[config.mk]
export PLATFORM = sky130hd
export DESIGN_NAME = hall_measurement_sequencer
export DESIGN_NICKNAME = d
export VERILOG_FILES = /design/src/pkg/hall_seq_pkg.sv /design/src/design/pin_sync3.sv /design/src/design/hall_measurement_sequencer.sv
export VERILOG_INCLUDE_DIRS = /design/src /design/src/pkg
export SDC_FILE = /design/constraint.sdc
export NUM_CORES = 1
export LEC_CHECK = 0
export BUFFER_PORTS_ARGS = -buffer_cell sky130_fd_sc_hd__buf_2
export CAP_MARGIN = 10
export CELL_PAD_IN_SITES_DETAIL_PLACEMENT = 1
export CELL_PAD_IN_SITES_GLOBAL_PLACEMENT = 1
export CORE_UTILIZATION = 45
export CTS_CLUSTER_SIZE = 30
export DETAILED_ROUTE_END_ITERATION = 16
export PLACE_DENSITY = 0.95
export SYNTH_ARGS = -nofsm -noshare
export SYNTH_HDL_FRONTEND = slang
export SYNTH_HIERARCHICAL = 1
export SYNTH_SLANG_ARGS = --single-unit
[constraint.sdc]
create_clock -name i_sys_clk -period 3.15 [get_ports i_sys_clk]
set_input_delay 0.315 -clock i_sys_clk [delete_from_list [all_inputs] [get_ports i_sys_clk]]
set_output_delay 0.315 -clock i_sys_clk [all_outputs]
set_load 0.005 [all_outputs]
[src/pkg/hall_seq_regs.svh]
// Constants of the measurement sequencer: timing counts, widths, reset values
`ifndef HALL_SEQ_REGS_SVH
`define HALL_SEQ_REGS_SVH

`define CLK_HZ           20000000
`define BIAS_SETTLE_NS   2000
`define BIAS_SETTLE_CYC  ((`BIAS_SETTLE_NS * (`CLK_HZ / 1000000) + 999) / 1000)
`define OSC_START_NS     1000
`define OSC_START_CYC    ((`OSC_START_NS * (`CLK_HZ / 1000000) + 999) / 1000)
`define FIELD_BITS       12
`define TEMP_BITS        10
`define TEMP_EN_RST      1'b1
`define MODE_RST         2'h0
`define RATE_RST         3'h0
`define INT_PULSE_CYC    4

`endif

[src/pkg/hall_seq_pkg.sv]
// Types shared by the measurement sequencer
package hall_seq_pkg;

  typedef enum logic [3:0] {
    ST_HALT    = 4'h0,
    ST_LOWPWR  = 4'h1,
    ST_WAKE    = 4'h3,
    ST_BIAS    = 4'h2,
    ST_CONV_X  = 4'h6,
    ST_CONV_Y  = 4'h7,
    ST_CONV_Z  = 4'h5,
    ST_CONV_T  = 4'h4,
    ST_PUBLISH = 4'hc,
    ST_IRQ     = 4'hd
  } seq_state_e;

  typedef enum logic [1:0] {
    CH_X = 2'h0,
    CH_Y = 2'h1,
    CH_Z = 2'h2,
    CH_T = 2'h3
  } adc_chan_e;

endpackage

[src/design/pin_sync3.sv]
// Three-stage pin synchroniser with agreement filter on the last two stages
`timescale 1ns/100ps
module pin_sync3 #(
  parameter logic RST_VAL = 1'b1
) (
  input  wire logic i_sys_clk,
  input  wire logic i_rstn,
  input  wire logic i_pin,
  output logic      o_level
);
  typedef struct packed {
    logic s1;
    logic s2;
    logic s3;
    logic lvl;
  } sync_s;

  sync_s state_reg;
  sync_s state_next;

  always_comb begin
    state_next     = state_reg;
    state_next.s1  = i_pin;
    state_next.s2  = state_reg.s1;
    state_next.s3  = state_reg.s2;
    // Only an agreed value counts, so one metastable sample cannot toggle
    if (state_reg.s2 == state_reg.s3) begin
      state_next.lvl = state_reg.s3;
    end
  end

  always_ff @(posedge i_sys_clk) begin
    if (!i_rstn) begin
      state_reg <= '{s1: RST_VAL, s2: RST_VAL, s3: RST_VAL, lvl: RST_VAL};
    end else begin
      state_reg <= state_next;
    end
  end

  assign o_level = state_reg.lvl;
endmodule

[src/design/hall_measurement_sequencer.sv]
// Measurement sequencer of a three-axis Hall sensor: power, conversion order, interrupt
// Summary of operation
// - Start-up settles in low power, then configurable
// - Config change starts cycle: bias and oscillator together, then wake count
// - Hall bias, three channels, return to mode
// - Order X, Y, Z, then optional temperature
// - Low supply halts machine; restart from beginning
// - Supply restart mid-sequence abandons; waits in low power for next config
// - Completion on active-low open-drain pin shared with clock
// - Device is bus slave; master starts transfers
// - Field results 12 bits, temperature 10 bits
// - Mode and rate changeable while running
// - Low-power clock for mode; fast oscillator only measuring
`timescale 1ns/100ps
`include "hall_seq_regs.svh"
module hall_measurement_sequencer #(
  parameter int FIELD_W    = `FIELD_BITS,
  parameter int TEMP_W     = `TEMP_BITS,
  parameter int BIAS_CYC   = `BIAS_SETTLE_CYC,
  parameter int OSC_CYC    = `OSC_START_CYC,
  parameter int IRQ_CYC    = `INT_PULSE_CYC
) (
  input  wire logic               i_sys_clk,
  input  wire logic               i_rstn,
  input  wire logic               i_supply_ok,
  input  wire logic               i_scl,
  input  wire logic               i_cfg_wr,
  input  wire logic [1:0]         i_cfg_mode,
  input  wire logic [2:0]         i_cfg_rate,
  input  wire logic               i_cfg_temp_en,
  input  wire logic               i_adc_done,
  input  wire logic [FIELD_W-1:0] i_adc_data,
  output logic                    o_scl_int_out,
  output logic                    o_scl_int_oe_n,
  output logic                    o_bias_en,
  output logic                    o_hall_bias_en,
  output logic                    o_fast_osc_en,
  output logic                    o_adc_start,
  output logic [1:0]              o_adc_chan,
  output logic [1:0]              o_power_mode,
  output logic [2:0]              o_update_rate,
  output logic                    o_busy,
  output logic [FIELD_W-1:0]      o_bx,
  output logic [FIELD_W-1:0]      o_by,
  output logic [FIELD_W-1:0]      o_bz,
  output logic [TEMP_W-1:0]       o_temp
);

  // Counters are eight bits wide and the temperature slice assumes these widths
  if (FIELD_W != 12 || TEMP_W != 10 || TEMP_W > FIELD_W) begin : g_bad_width
    $error("Result widths unsupported");
  end
  if (BIAS_CYC < 1 || BIAS_CYC > 255 || OSC_CYC < 1 || OSC_CYC > 255) begin : g_bad_settle
    $error("Settle counts out of range");
  end
  if (IRQ_CYC < 1 || IRQ_CYC > 255) begin : g_bad_irq
    $error("Interrupt pulse length out of range");
  end

  typedef struct packed {
    hall_seq_pkg::seq_state_e st;
    logic [7:0]               cnt;
    logic                     pending;
    logic                     conv_busy;
    logic                     bias_en;
    logic                     hall_bias_en;
    logic                     fast_osc_en;
    logic                     adc_start;
    logic [1:0]               adc_chan;
    logic [1:0]               mode;
    logic [2:0]               rate;
    logic                     temp_en;
    logic                     int_drive;
    logic [FIELD_W-1:0]       sx;
    logic [FIELD_W-1:0]       sy;
    logic [FIELD_W-1:0]       sz;
    logic [TEMP_W-1:0]        st_t;
    logic [FIELD_W-1:0]       bx;
    logic [FIELD_W-1:0]       by;
    logic [FIELD_W-1:0]       bz;
    logic [TEMP_W-1:0]        temp;
  } seq_s;

  seq_s state_reg;
  seq_s state_next;
  logic supply_lvl;
  logic scl_lvl;

  // Supply supervision arrives asynchronously from the analog restart circuit
  pin_sync3 #(
    .RST_VAL (1'b0)
  ) u_supply_sync (
    .i_sys_clk (i_sys_clk),
    .i_rstn    (i_rstn),
    .i_pin     (i_supply_ok),
    .o_level   (supply_lvl)
  );

  // Shared pin is sampled so the interrupt only starts while the clock is seen high
  pin_sync3 #(
    .RST_VAL (1'b1)
  ) u_scl_sync (
    .i_sys_clk (i_sys_clk),
    .i_rstn    (i_rstn),
    .i_pin     (i_scl),
    .o_level   (scl_lvl)
  );

  always_comb begin
    state_next           = state_reg;
    state_next.adc_start = 1'b0;
    // Configuration is accepted at any time without reset
    if (i_cfg_wr) begin
      state_next.mode    = i_cfg_mode;
      state_next.rate    = i_cfg_rate;
      state_next.temp_en = i_cfg_temp_en;
      state_next.pending = 1'b1;
    end
    if (!supply_lvl) begin
      // Abandon any cycle; measuring resources are released at once
      state_next.st           = hall_seq_pkg::ST_HALT;
      state_next.bias_en      = 1'b0;
      state_next.hall_bias_en = 1'b0;
      state_next.fast_osc_en  = 1'b0;
      state_next.conv_busy    = 1'b0;
      state_next.int_drive    = 1'b0;
    end else begin
      case (state_reg.st)
        hall_seq_pkg::ST_HALT: begin
          // Restart from the beginning once supply is adequate
          state_next.st = hall_seq_pkg::ST_LOWPWR;
        end
        hall_seq_pkg::ST_LOWPWR: begin
          if (state_reg.pending || i_cfg_wr) begin
            state_next.pending     = 1'b0;
            state_next.bias_en     = 1'b1;
            state_next.fast_osc_en = 1'b1;
            state_next.cnt         = 8'(OSC_CYC);
            state_next.st          = hall_seq_pkg::ST_WAKE;
          end
        end
        hall_seq_pkg::ST_WAKE: begin
          // Oscillator start-up count, then Hall bias with its settle count
          if (state_reg.cnt > 8'h01) begin
            state_next.cnt = state_reg.cnt - 8'h01;
          end else begin
            state_next.hall_bias_en = 1'b1;
            state_next.cnt          = 8'(BIAS_CYC);
            state_next.st           = hall_seq_pkg::ST_BIAS;
          end
        end
        hall_seq_pkg::ST_BIAS: begin
          if (state_reg.cnt > 8'h01) begin
            state_next.cnt = state_reg.cnt - 8'h01;
          end else begin
            state_next.adc_chan  = hall_seq_pkg::CH_X;
            state_next.adc_start = 1'b1;
            state_next.conv_busy = 1'b1;
            state_next.st        = hall_seq_pkg::ST_CONV_X;
          end
        end
        hall_seq_pkg::ST_CONV_X: begin
          if (state_reg.conv_busy && i_adc_done) begin
            state_next.sx        = i_adc_data;
            state_next.adc_chan  = hall_seq_pkg::CH_Y;
            state_next.adc_start = 1'b1;
            state_next.st        = hall_seq_pkg::ST_CONV_Y;
          end
        end
        hall_seq_pkg::ST_CONV_Y: begin
          if (i_adc_done) begin
            state_next.sy        = i_adc_data;
            state_next.adc_chan  = hall_seq_pkg::CH_Z;
            state_next.adc_start = 1'b1;
            state_next.st        = hall_seq_pkg::ST_CONV_Z;
          end
        end
        hall_seq_pkg::ST_CONV_Z: begin
          if (i_adc_done) begin
            state_next.sz = i_adc_data;
            if (state_reg.temp_en) begin
              state_next.adc_chan  = hall_seq_pkg::CH_T;
              state_next.adc_start = 1'b1;
              state_next.st        = hall_seq_pkg::ST_CONV_T;
            end else begin
              state_next.st = hall_seq_pkg::ST_PUBLISH;
            end
          end
        end
        hall_seq_pkg::ST_CONV_T: begin
          if (i_adc_done) begin
            // Temperature keeps the upper bits of the converter word
            state_next.st_t = i_adc_data[FIELD_W-1 -: TEMP_W];
            state_next.st   = hall_seq_pkg::ST_PUBLISH;
          end
        end
        hall_seq_pkg::ST_PUBLISH: begin
          // Whole set lands in one edge, before the interrupt
          state_next.bx           = state_reg.sx;
          state_next.by           = state_reg.sy;
          state_next.bz           = state_reg.sz;
          state_next.temp         = state_reg.temp_en ? state_reg.st_t : state_reg.temp;
          state_next.conv_busy    = 1'b0;
          state_next.hall_bias_en = 1'b0;
          state_next.fast_osc_en  = 1'b0;
          state_next.bias_en      = 1'b0;
          state_next.cnt          = 8'(IRQ_CYC);
          state_next.st           = hall_seq_pkg::ST_IRQ;
        end
        hall_seq_pkg::ST_IRQ: begin
          if (state_reg.cnt != 8'h00) begin
            // Start only on a high clock; once pulling, our own low is not the master's
            state_next.int_drive = state_reg.int_drive | scl_lvl;
            state_next.cnt       = state_reg.cnt - 8'h01;
          end else begin
            state_next.int_drive = 1'b0;
            state_next.st        = hall_seq_pkg::ST_LOWPWR;
          end
        end
        default: begin
          state_next.st = hall_seq_pkg::ST_HALT;
        end
      endcase
    end
  end

  always_ff @(posedge i_sys_clk) begin
    if (!i_rstn) begin
      state_reg              <= '0;
      state_reg.st           <= hall_seq_pkg::ST_HALT;
      state_reg.mode         <= `MODE_RST;
      state_reg.rate         <= `RATE_RST;
      state_reg.temp_en      <= `TEMP_EN_RST;
    end else begin
      state_reg <= state_next;
    end
  end

  // Open-drain: output low always, enable active low while pulling
  assign o_scl_int_out  = 1'b0;
  assign o_scl_int_oe_n = ~state_reg.int_drive;
  assign o_bias_en      = state_reg.bias_en;
  assign o_hall_bias_en = state_reg.hall_bias_en;
  assign o_fast_osc_en  = state_reg.fast_osc_en;
  assign o_adc_start    = state_reg.adc_start;
  assign o_adc_chan     = state_reg.adc_chan;
  assign o_power_mode   = state_reg.mode;
  assign o_update_rate  = state_reg.rate;
  assign o_busy         = state_reg.conv_busy;
  assign o_bx           = state_reg.bx;
  assign o_by           = state_reg.by;
  assign o_bz           = state_reg.bz;
  assign o_temp         = state_reg.temp;
endmodule

Word level (Yosys, flattened, before mapping). Cells that the tools add are included.

Output and inout bits: 60. Register bits: 126. Logic and storage cells: 105.

Bitwise logic cells: 2. Add/subtract/negate cells: 1. $lt $le $gt $ge: 1. Muxes and demuxes: 29. Reductions and logical operators: 22. Eq/ne operators: 22.

Operators with widths (count): $pmux W4 S10 (1); $pmux W8 S5 (1); $mux W4 (8); $mux W8 (3); $ne A2 B2 Y1 const B (11); $eq A4 B3 Y1 const B (4); $mux W3 (5); $reduce_and A3 Y1 (5); $mux W13 (1); $pmux W3 S4 (1); $reduce_and A2 Y1 (5); $eq A4 B2 Y1 const B (2); $eq A4 B4 Y1 const B (2); $gt A8 B1 Y1 const B (1); $reduce_and A8 Y1 (1); $reduce_bool A8 Y1 (1); $sub A8 B1 Y8 const B (1); $reduce_and A7 Y1 (1); $mux W1 (6); $pmux W1 S2 (3); $reduce_bool A2 Y1 (3); $reduce_and A5 Y1 (1); $reduce_bool A5 Y1 (1); $eq A4 B1 Y1 const B (1); other kinds (7) (8).

Longest topological paths before layout. Gate-level depths: netlist of run 1.

Depth in word-level cells: 4. Depth in mapped cells: 8.

Hierarchy. Netlist of run 1, hierarchy kept.

By module, submodules not included: hall_measurement_sequencer (cells each 617, area each 5119.9 um^2, sequential area each 2362.3 um^2, times used 1); pin_sync3 at u_supply_sync (cells each 10, area each 116.4 um^2, sequential area each 80.1 um^2, times used 1); pin_sync3 at u_scl_sync (cells each 10, area each 112.6 um^2, sequential area each 80.1 um^2, times used 1).

Worst setup path before layout of run 1. No wires, ideal clock.

Path kind: register -> register. From: register state_reg[111] (netlist name). To: register state_reg[116] (netlist name). Cell stages (with the launch flop): 7. Path slack: 1.139 ns. Arrival: 1.932 ns. Cell sequence: dfxtp_1 or4_4 buf_6 o31a_1 a2111oi_4 a21oi_1 a211oi_2.

Longest elaborated chain between the ends: 3. Elaborated cells on any way between the ends: 6. Classes of those cells: order compare: 1; eq/ne: 3; reduce/logical: 2.

Ends and longest elaborated chain: start: declaration (line hall_measurement_sequencer.sv:84) `seq_s state_reg;`; start signal: assignment (line hall_measurement_sequencer.sv:235) `state_reg <= state_next;`; $gt A8 B1 Y1 / $reduce_bool A8 Y1 (equally long branches) (line hall_measurement_sequencer.sv:144, hall_measurement_sequencer.sv:153, hall_measurement_sequencer.sv:211); $ne A2 B2 Y1 (no source line); $reduce_and A8 Y1 (no source line) *.

Every way passes the cells marked *; elsewhere a longest branch is shown, timed or not. A chain may end at the register's enable or synchronous reset.

Worst setup path after layout of run 1.
From: register state_reg[118] (netlist name). To: register state_reg[113] (netlist name).

Longest elaborated chain between the ends: 3. Elaborated cells on any way between the ends: 11. Classes of those cells: eq/ne: 8; mux: 1; reduce/logical: 2.

Ends and longest elaborated chain: $eq A4 B4 Y1, or another cell as far along (line hall_measurement_sequencer.sv:128) `case (state_reg.st)`; $reduce_bool A5 Y1 (no source line) / $ne A2 B2 Y1 (equally long branches); $reduce_and A5 Y1 (no source line).

Parallel ways exist; a longest one is shown, timed or not.

==> impl_metrics.py, run 1 <==
metrics = {
    "logic_synthesis": {
        "ys_ff_latch": 126,
        "synth_top_area_share": 0.472,
        "yosys.area.top_type": "dfxtp_1",
        "synth.yosys.seq_area_share": 0.472,
        "synth_area_sq_mm": 0.00535,
        "synthTopCellsByCount": "nand2_1 (134), dfxtp_1 (126), a21oi_1 (86), buf_4 (55), nor2_1 (45)",
        "synth_edf_count": 0,
        "ys.flop_type": "dfxtp_1",
        "syn_inst": 637,
        "synth_most_common_cell": "nand2_1",
        "synth_area_leaders": "dfxtp_1 (47%), nand2_1 (9.4%), a21oi_1 (8.0%), buf_4 (7.7%), mux2i_1 (5.8%)",
        "async_reset_ff_frac": 0,
        "yosysWarnings": 6,
        "synth.avg_cell_area_sq_um": 8.40,
        "syn_nets": 663,
        "yosysUniqueCellTypes": 60,
    },
    "clocking": {
        "clk_latency_ps": 430,
        "cts-root-buf": "clkbuf_16",
        "cts_tree": "done",
        "clock_path_buffers": 2,
        "htreeDepth": 4,
        "cts_buffers": 17,
        "cts_sinks": 126,
        "post_cts_resized": 0,
        "cts_setup_buffers": 0,
        "clk_pin_slew_ps": 60,
        "cts_hold_buf": 0,
    },
    "worst_setup_path": {
        "startpoint_type": "flip-flop",
        "slowest_stage": "dfxtp_1",
        "worst_ep_arrival_time_ps": 2800,
        "path_max_fanout": 20,
        "worst_ep_required_time_ps": 3500,
        "endpoint_kind": "flip-flop",
        "slowest_delay_ps": 760,
        "path_class": "reg2reg",
        "timing.critical_path.cells": "nand4b_1 -> o31ai_1 -> or3_1 -> o21ai_0 -> a21oi_1",
    },
    "placed_design": {
        "post-dp-hpwl_mm": 9.64,
        "pre_cts_ws_ps": 731,
        "io_buffers": 82,
        "routabilityCongestion": 0.864,
    },
    "layout": {
        "fin_nets": 677,
        "utilization": 0.521,
        "seqCellArea_sq_mm": 0.00252,
        "area_growth_pct": 12.1,
        "drive_gt1_frac": 0.208,
        "n_antenna_cell": 0,
        "multi_input_area_sq_mm": 0.00223,
        "fill_cells": 1386,
        "largest_register_ffs": 61,
    },
    "timing": {
        "drv_slew": 0,
        "layout_setup_ws_ps": 698,
        "relSlewSlack": 0.484,
        "fin_crit_sh": 0.779,
        "setup_viol": 0,
        "tightest_slew_ps": 774,
        "fmax_ghz": 0.408,
        "period_needed_ps": 2450,
        "rsz0062_at_grt": "no",
        "fin_setup_tns_ps": 0,
        "skew_ps": 10.8,
        "hold_viol_final": 0,
    },
    "die": {
        "initial_core_util": 0.464,
        "core_area_sq_mm": 0.0115,
        "die-area_sq_mm": 0.0123,
        "die_w_microns": 111,
        "die_h_microns": 111,
        "boundaryPins": 84,
        "core.rowCount": 39,
    },
    "hold_path": {
        "min_path_type": "in2reg",
    },
    "power": {
        "clkPwrFrac": 0.523,
        "p_sw_mw": 0.806,
        "total_power_mw": 3.53,
        "p_leak_nw": 2.30,
        "combPwrFrac": 0.022,
        "irDropWorstVdd_v": 0.000284,
        "p_sw_frac": 0.228,
        "seqPwrFrac": 0.456,
        "p_int_mw": 2.73,
        "p_per_area_mw_per_mm2": 589,
    },
    "detailed_routing": {
        "drtIter0Drc": 287,
        "drt-vias-per-instance": 5.50,
        "drc": 6,
        "dr.pass1.iters": 10,
        "wirelength_mm": 14.7,
        "wire_per_inst_microns": 18.2,
        "antenna_left": 0,
        "vias": 4441,
    },
    "global_routing": {
        "grt_pass1_vias": 4657,
        "grt_start_max_net_pins": 81,
        "antenna_found_initial": 0,
        "overflow": 0,
        "grtUsageTotal": 0.253,
        "grt_pass1_wl_mm": 24.2,
    },
    "run_status": {
        "violations": "design-rule violations",
        "status": "finished with violations",
    },
    "job": {
        "cap_viol_max_count": 0,
    },
}
==> layout make-up <==
| cell class | instances | share of cell area |
|---|---|---|
| timing repair buffer | 90 | 0.0805 |
| sequential | 126 | 0.421 |
| inverter | 6 | 0.00375 |
| multi-input combinational | 410 | 0.372 |
| clock inverter | 14 | 0.0198 |
| tap | 143 | 0.0298 |
| clock buffer | 18 | 0.0732 |
==> stage by stage <==
| stage | hold slack [ps] | area (sq um) | instances |
|---|---|---|---|
| 2_1_floorplan | 386 | 5350 | 637 |
| 3_3_place_gp | 388 | 5440 | 775 |
| 3_5_place_dp | 410 | 5440 | 775 |
| 4_1_cts | 64.3 | 6000 | 807 |
| 5_1_grt | 76.6 | 6000 | 807 |
| 6_report | 72.3 | 6000 | 807 |
==> cells by family after synthesis <==
logic type                 Yosys count  synth area share
AOI/OAI and AO/OA                  124             0.139
xor gates and xnor gates             2           0.00328
adders and majority gates            2           0.00468
buffers and inverters              101             0.112
DFF                                126             0.472
muxes                               31            0.0580
other                                1          0.000701
and+or+nand+nor                    250             0.211
==> final timing paths <==
path	from	end	slack [ps]	cells past startpoint
worst max-delay path	state_reg[118]	state_reg[113]	700	5
worst min-delay path	i_scl	u_scl_sync/state_next[2]	70	2
worst max register to register	state_reg[118]	state_reg[113]	700	5
worst min register to register	u_scl_sync/state_next[2]	u_scl_sync/state_next[1]	420	1
==> layout by cell type (no fill, tap or decap), types with 2 or more instances in the layout <==
cell type and n:
and2_1 2, nand3_1 26, mux2i_1 31, clkinv_4 3
or2_2 2, nand2_1 134, xor2_1 2, inv_1 5
o21ai_0 6, buf_4 7, dfxtp_1 126, nor4_1 2
o31ai_1 2, nor3_1 8, a211oi_1 4, buf_2 82
o21ai_1 3, clkbuf_16 17, ha_1 2, nand2b_1 8
clkinvlp_4 2, nand4_1 2, o31a_1 2, inv_6 2
clkinv_2 6, o32ai_1 2, a21oi_1 86, nor2_1 45
o21a_1 5, nor2b_1 2, and3_1 2, or3b_2 2
==> worst max-delay path, delay by kind of cell (launching register included) <==
kind / cells / cell delay [ps]
flops: 1 / 760
compound gates: 3 / 880
simple gates: 2 / 730
==> power groups by stage <==
stage / sequential (mW) / clock (mW) / combinational (mW)
floorplan: 1.64 / 0 / 0.0436
CTS: 1.61 / 1.87 / 0.0771
finish: 1.61 / 1.85 / 0.0772
global route: 1.61 / 1.94 / 0.0837
detailed placement: 1.64 / 0 / 0.0761
global placement: 1.64 / 0 / 0.0737
==> routing by layer <==
| metal | wire length, microns | GRT usage | vias up | share of wire |
|---|---|---|---|---|
| met3 | 835 | 0.0623 | 39 | 0.057 |
| li1 | - | - | 2117 | - |
| met5 | 0 | 0 | - | 0 |
| met2 | 7350 | 0.428 | 132 | 0.50 |
| met1 | 6030 | 0.291 | 2153 | 0.41 |
| met4 | 459 | 0.148 | 0 | 0.031 |
No activity file was read; power rests on OpenSTA's default activity.
==> run 2: changes to the inputs <==
--- a/config.mk
+++ b/config.mk
@@ -10,10 +10,10 @@
 export CAP_MARGIN = 10
 export CELL_PAD_IN_SITES_DETAIL_PLACEMENT = 1
 export CELL_PAD_IN_SITES_GLOBAL_PLACEMENT = 1
-export CORE_UTILIZATION = 45
+export CORE_UTILIZATION = 42
 export CTS_CLUSTER_SIZE = 30
 export DETAILED_ROUTE_END_ITERATION = 16
-export PLACE_DENSITY = 0.95
+export PLACE_DENSITY = 0.9
 export SYNTH_ARGS = -nofsm -noshare
 export SYNTH_HDL_FRONTEND = slang
 export SYNTH_HIERARCHICAL = 1
==> constraint.sdc (replaced) <==
create_clock -name i_sys_clk -period 2.3 [get_ports i_sys_clk]
set_input_delay 0.23 -clock i_sys_clk [delete_from_list [all_inputs] [get_ports i_sys_clk]]
set_output_delay 0.23 -clock i_sys_clk [all_outputs]
set_load 0.005 [all_outputs]
==> run 2 against run 1 <==
Net effect:
- the run now ends clean
- sequential power grew 37%
- largest cell class unchanged
- critical path depth grew 2
- critical path type unchanged
- design area grew 3.5%
==> impl_metrics.py, run 2 (same netlist as run 1, synthesis figures left out) <==
metrics = {
    "run_status": {
        "status": "complete, no violations",
    },
    "job": {
        "cap_viol_max_count": 0,
    },
    "layout": {
        "drive_gt1_frac": 0.227,
        "layout_commonest_cell": "nand2_1",
        "fin_cells": 845,
        "area_growth_pct": 16.1,
        "fin_nets": 690,
        "seqCellArea_sq_mm": 0.00252,
        "n_antenna_cell": 0,
        "finalInstanceArea_sq_mm": 0.00621,
        "largest_register_ffs": 61,
        "multi_input_area_sq_mm": 0.00225,
        "layout_common_cells": "nand2_1 (134), dfxtp_1 (126), a21oi_1 (86)",
        "fill_cells": 1460,
    },
    "timing": {
        "hold_viol_final": 0,
        "fmax_ghz": 0.451,
        "tightest_slew_ps": 608,
        "hold_slack_ps": 26.9,
        "skew_ps": 10.0,
        "fin_setup_tns_ps": 0,
        "setup_viol": 0,
        "relSlewSlack": 0.593,
        "drv_slew": 0,
        "period_needed_ps": 2220,
        "fin_crit_sh": 0.964,
    },
    "clocking": {
        "cts_tree": "done",
        "clock_path_buffers": 2,
        "cts_buffers": 17,
        "cts_sinks": 126,
        "clk_latency_ps": 430,
        "cts-root-buf": "clkbuf_16",
        "htreeDepth": 4,
        "clk_pin_slew_ps": 60,
    },
    "placed_design": {
        "dpl.cell_count": 810,
        "placed_area_sq_mm": 0.00555,
        "post-dp-hpwl_mm": 9.99,
        "io_buffers": 82,
        "routabilityCongestion": 0.871,
    },
    "hold_path": {
        "min_path_type": "in2reg",
    },
    "power": {
        "irDropWorstVdd_v": 0.000435,
        "p_leak_nw": 2.38,
        "p_per_area_mw_per_mm2": 831,
    },
    "worst_setup_path": {
        "startpoint_type": "flip-flop",
        "timing.critical_path.cells": "inv_1 -> ha_1 -> or3b_2 -> o31ai_2 -> or3_4 -> o21ai_0 -> a21oi_1",
        "endpoint_kind": "flip-flop",
        "worst_ep_arrival_time_ps": 2560,
        "worst_ep_required_time_ps": 2650,
        "path_max_fanout": 7,
        "slowest_stage": "or3b_2",
        "critPathTopFamily": "simple AND/OR/NAND/NOR gates",
        "path_class": "reg2reg",
        "critical_path_buf_inv_count": 1,
        "slowest_delay_ps": 530,
    },
    "detailed_routing": {
        "drc": 0,
        "drt-vias-per-instance": 5.51,
        "wire_per_inst_microns": 19.8,
        "dr.pass1.iters": 5,
        "antenna_left": 0,
        "wirelength_mm": 16.7,
        "vias": 4654,
        "drtIter0Drc": 255,
    },
    "global_routing": {
        "grtUsageTotal": 0.264,
        "overflow": 0,
        "grt_start_max_net_pins": 93,
        "grt_pass1_vias": 4868,
        "grt_pass1_wl_mm": 26.1,
        "antenna_found_initial": 0,
    },
    "die": {
        "die_w_microns": 115,
        "die-area_sq_mm": 0.0132,
        "boundaryPins": 84,
        "core_area_sq_mm": 0.0122,
        "initial_core_util": 0.438,
        "die_h_microns": 115,
        "core.rowCount": 40,
    },
}
==> run 2: changes by cell type in the layout (fill, tap and decap cells not counted), sizes merged <==
cell / change
bufinv: +2
buf: +12
dlygate4sd3: +1
clkinv: -5
inv: +3
==> run 2: metrics by stage <==
stage               power [mW]  setup WS, ps   util
floorplan                 2.31           289      -
detailed placement        2.36          56.7  0.454
global route              5.28         -12.1  0.508
finish                    5.16          82.4  0.508
CTS                       5.18          12.8  0.507
global placement          2.36           218  0.454
==> run 2: final cells by class <==
class	count	area share
clock buffer	18	0.0707
timing repair buffer	103	0.0939
sequential	126	0.406
tap	168	0.0339
multi-input combinational	410	0.363
clock inverter	14	0.0290
inverter	6	0.00363
==> run 2: what timing repair did <==
item	4_1_cts	5_1_grt
pin swaps	0	1
setup endpoints to repair	5	9
gates resized for setup	2	2
hold endpoints to repair	1	0
hold buffers	1	0
setup buffers	0	2
==> run 2: where the power goes <==
part | switching, mW | internal [mW] | leakage, nW
logic | 0.0808 | 0.0367 | 1.07
registers | 0.00719 | 2.19 | 1.02
clock network | 1.09 | 1.75 | 0.298
total | 1.18 | 3.98 | 2.38
==> run 2: layer usage <==
metal  GRT usage  vias up  wire, microns
li1            -     2150              -
met1       0.303     2255           6840
met2       0.453      180           8330
met3      0.0648       69            915
met4       0.140        0            644
met5           0        -              0
==> run 2: final timing paths <==
| check | slack [ps] | cells after the start | endpoint | startpoint |
|---|---|---|---|---|
| worst max-delay path | 80 | 7 | state_reg[113] | state_reg[108] |
| worst min-delay path | 30 | 2 | u_supply_sync/state_next[2] | i_supply_ok |
| worst max register to register | 80 | 7 | state_reg[113] | state_reg[108] |
| worst min register to register | 420 | 1 | u_scl_sync/state_next[1] | u_scl_sync/state_next[2] |
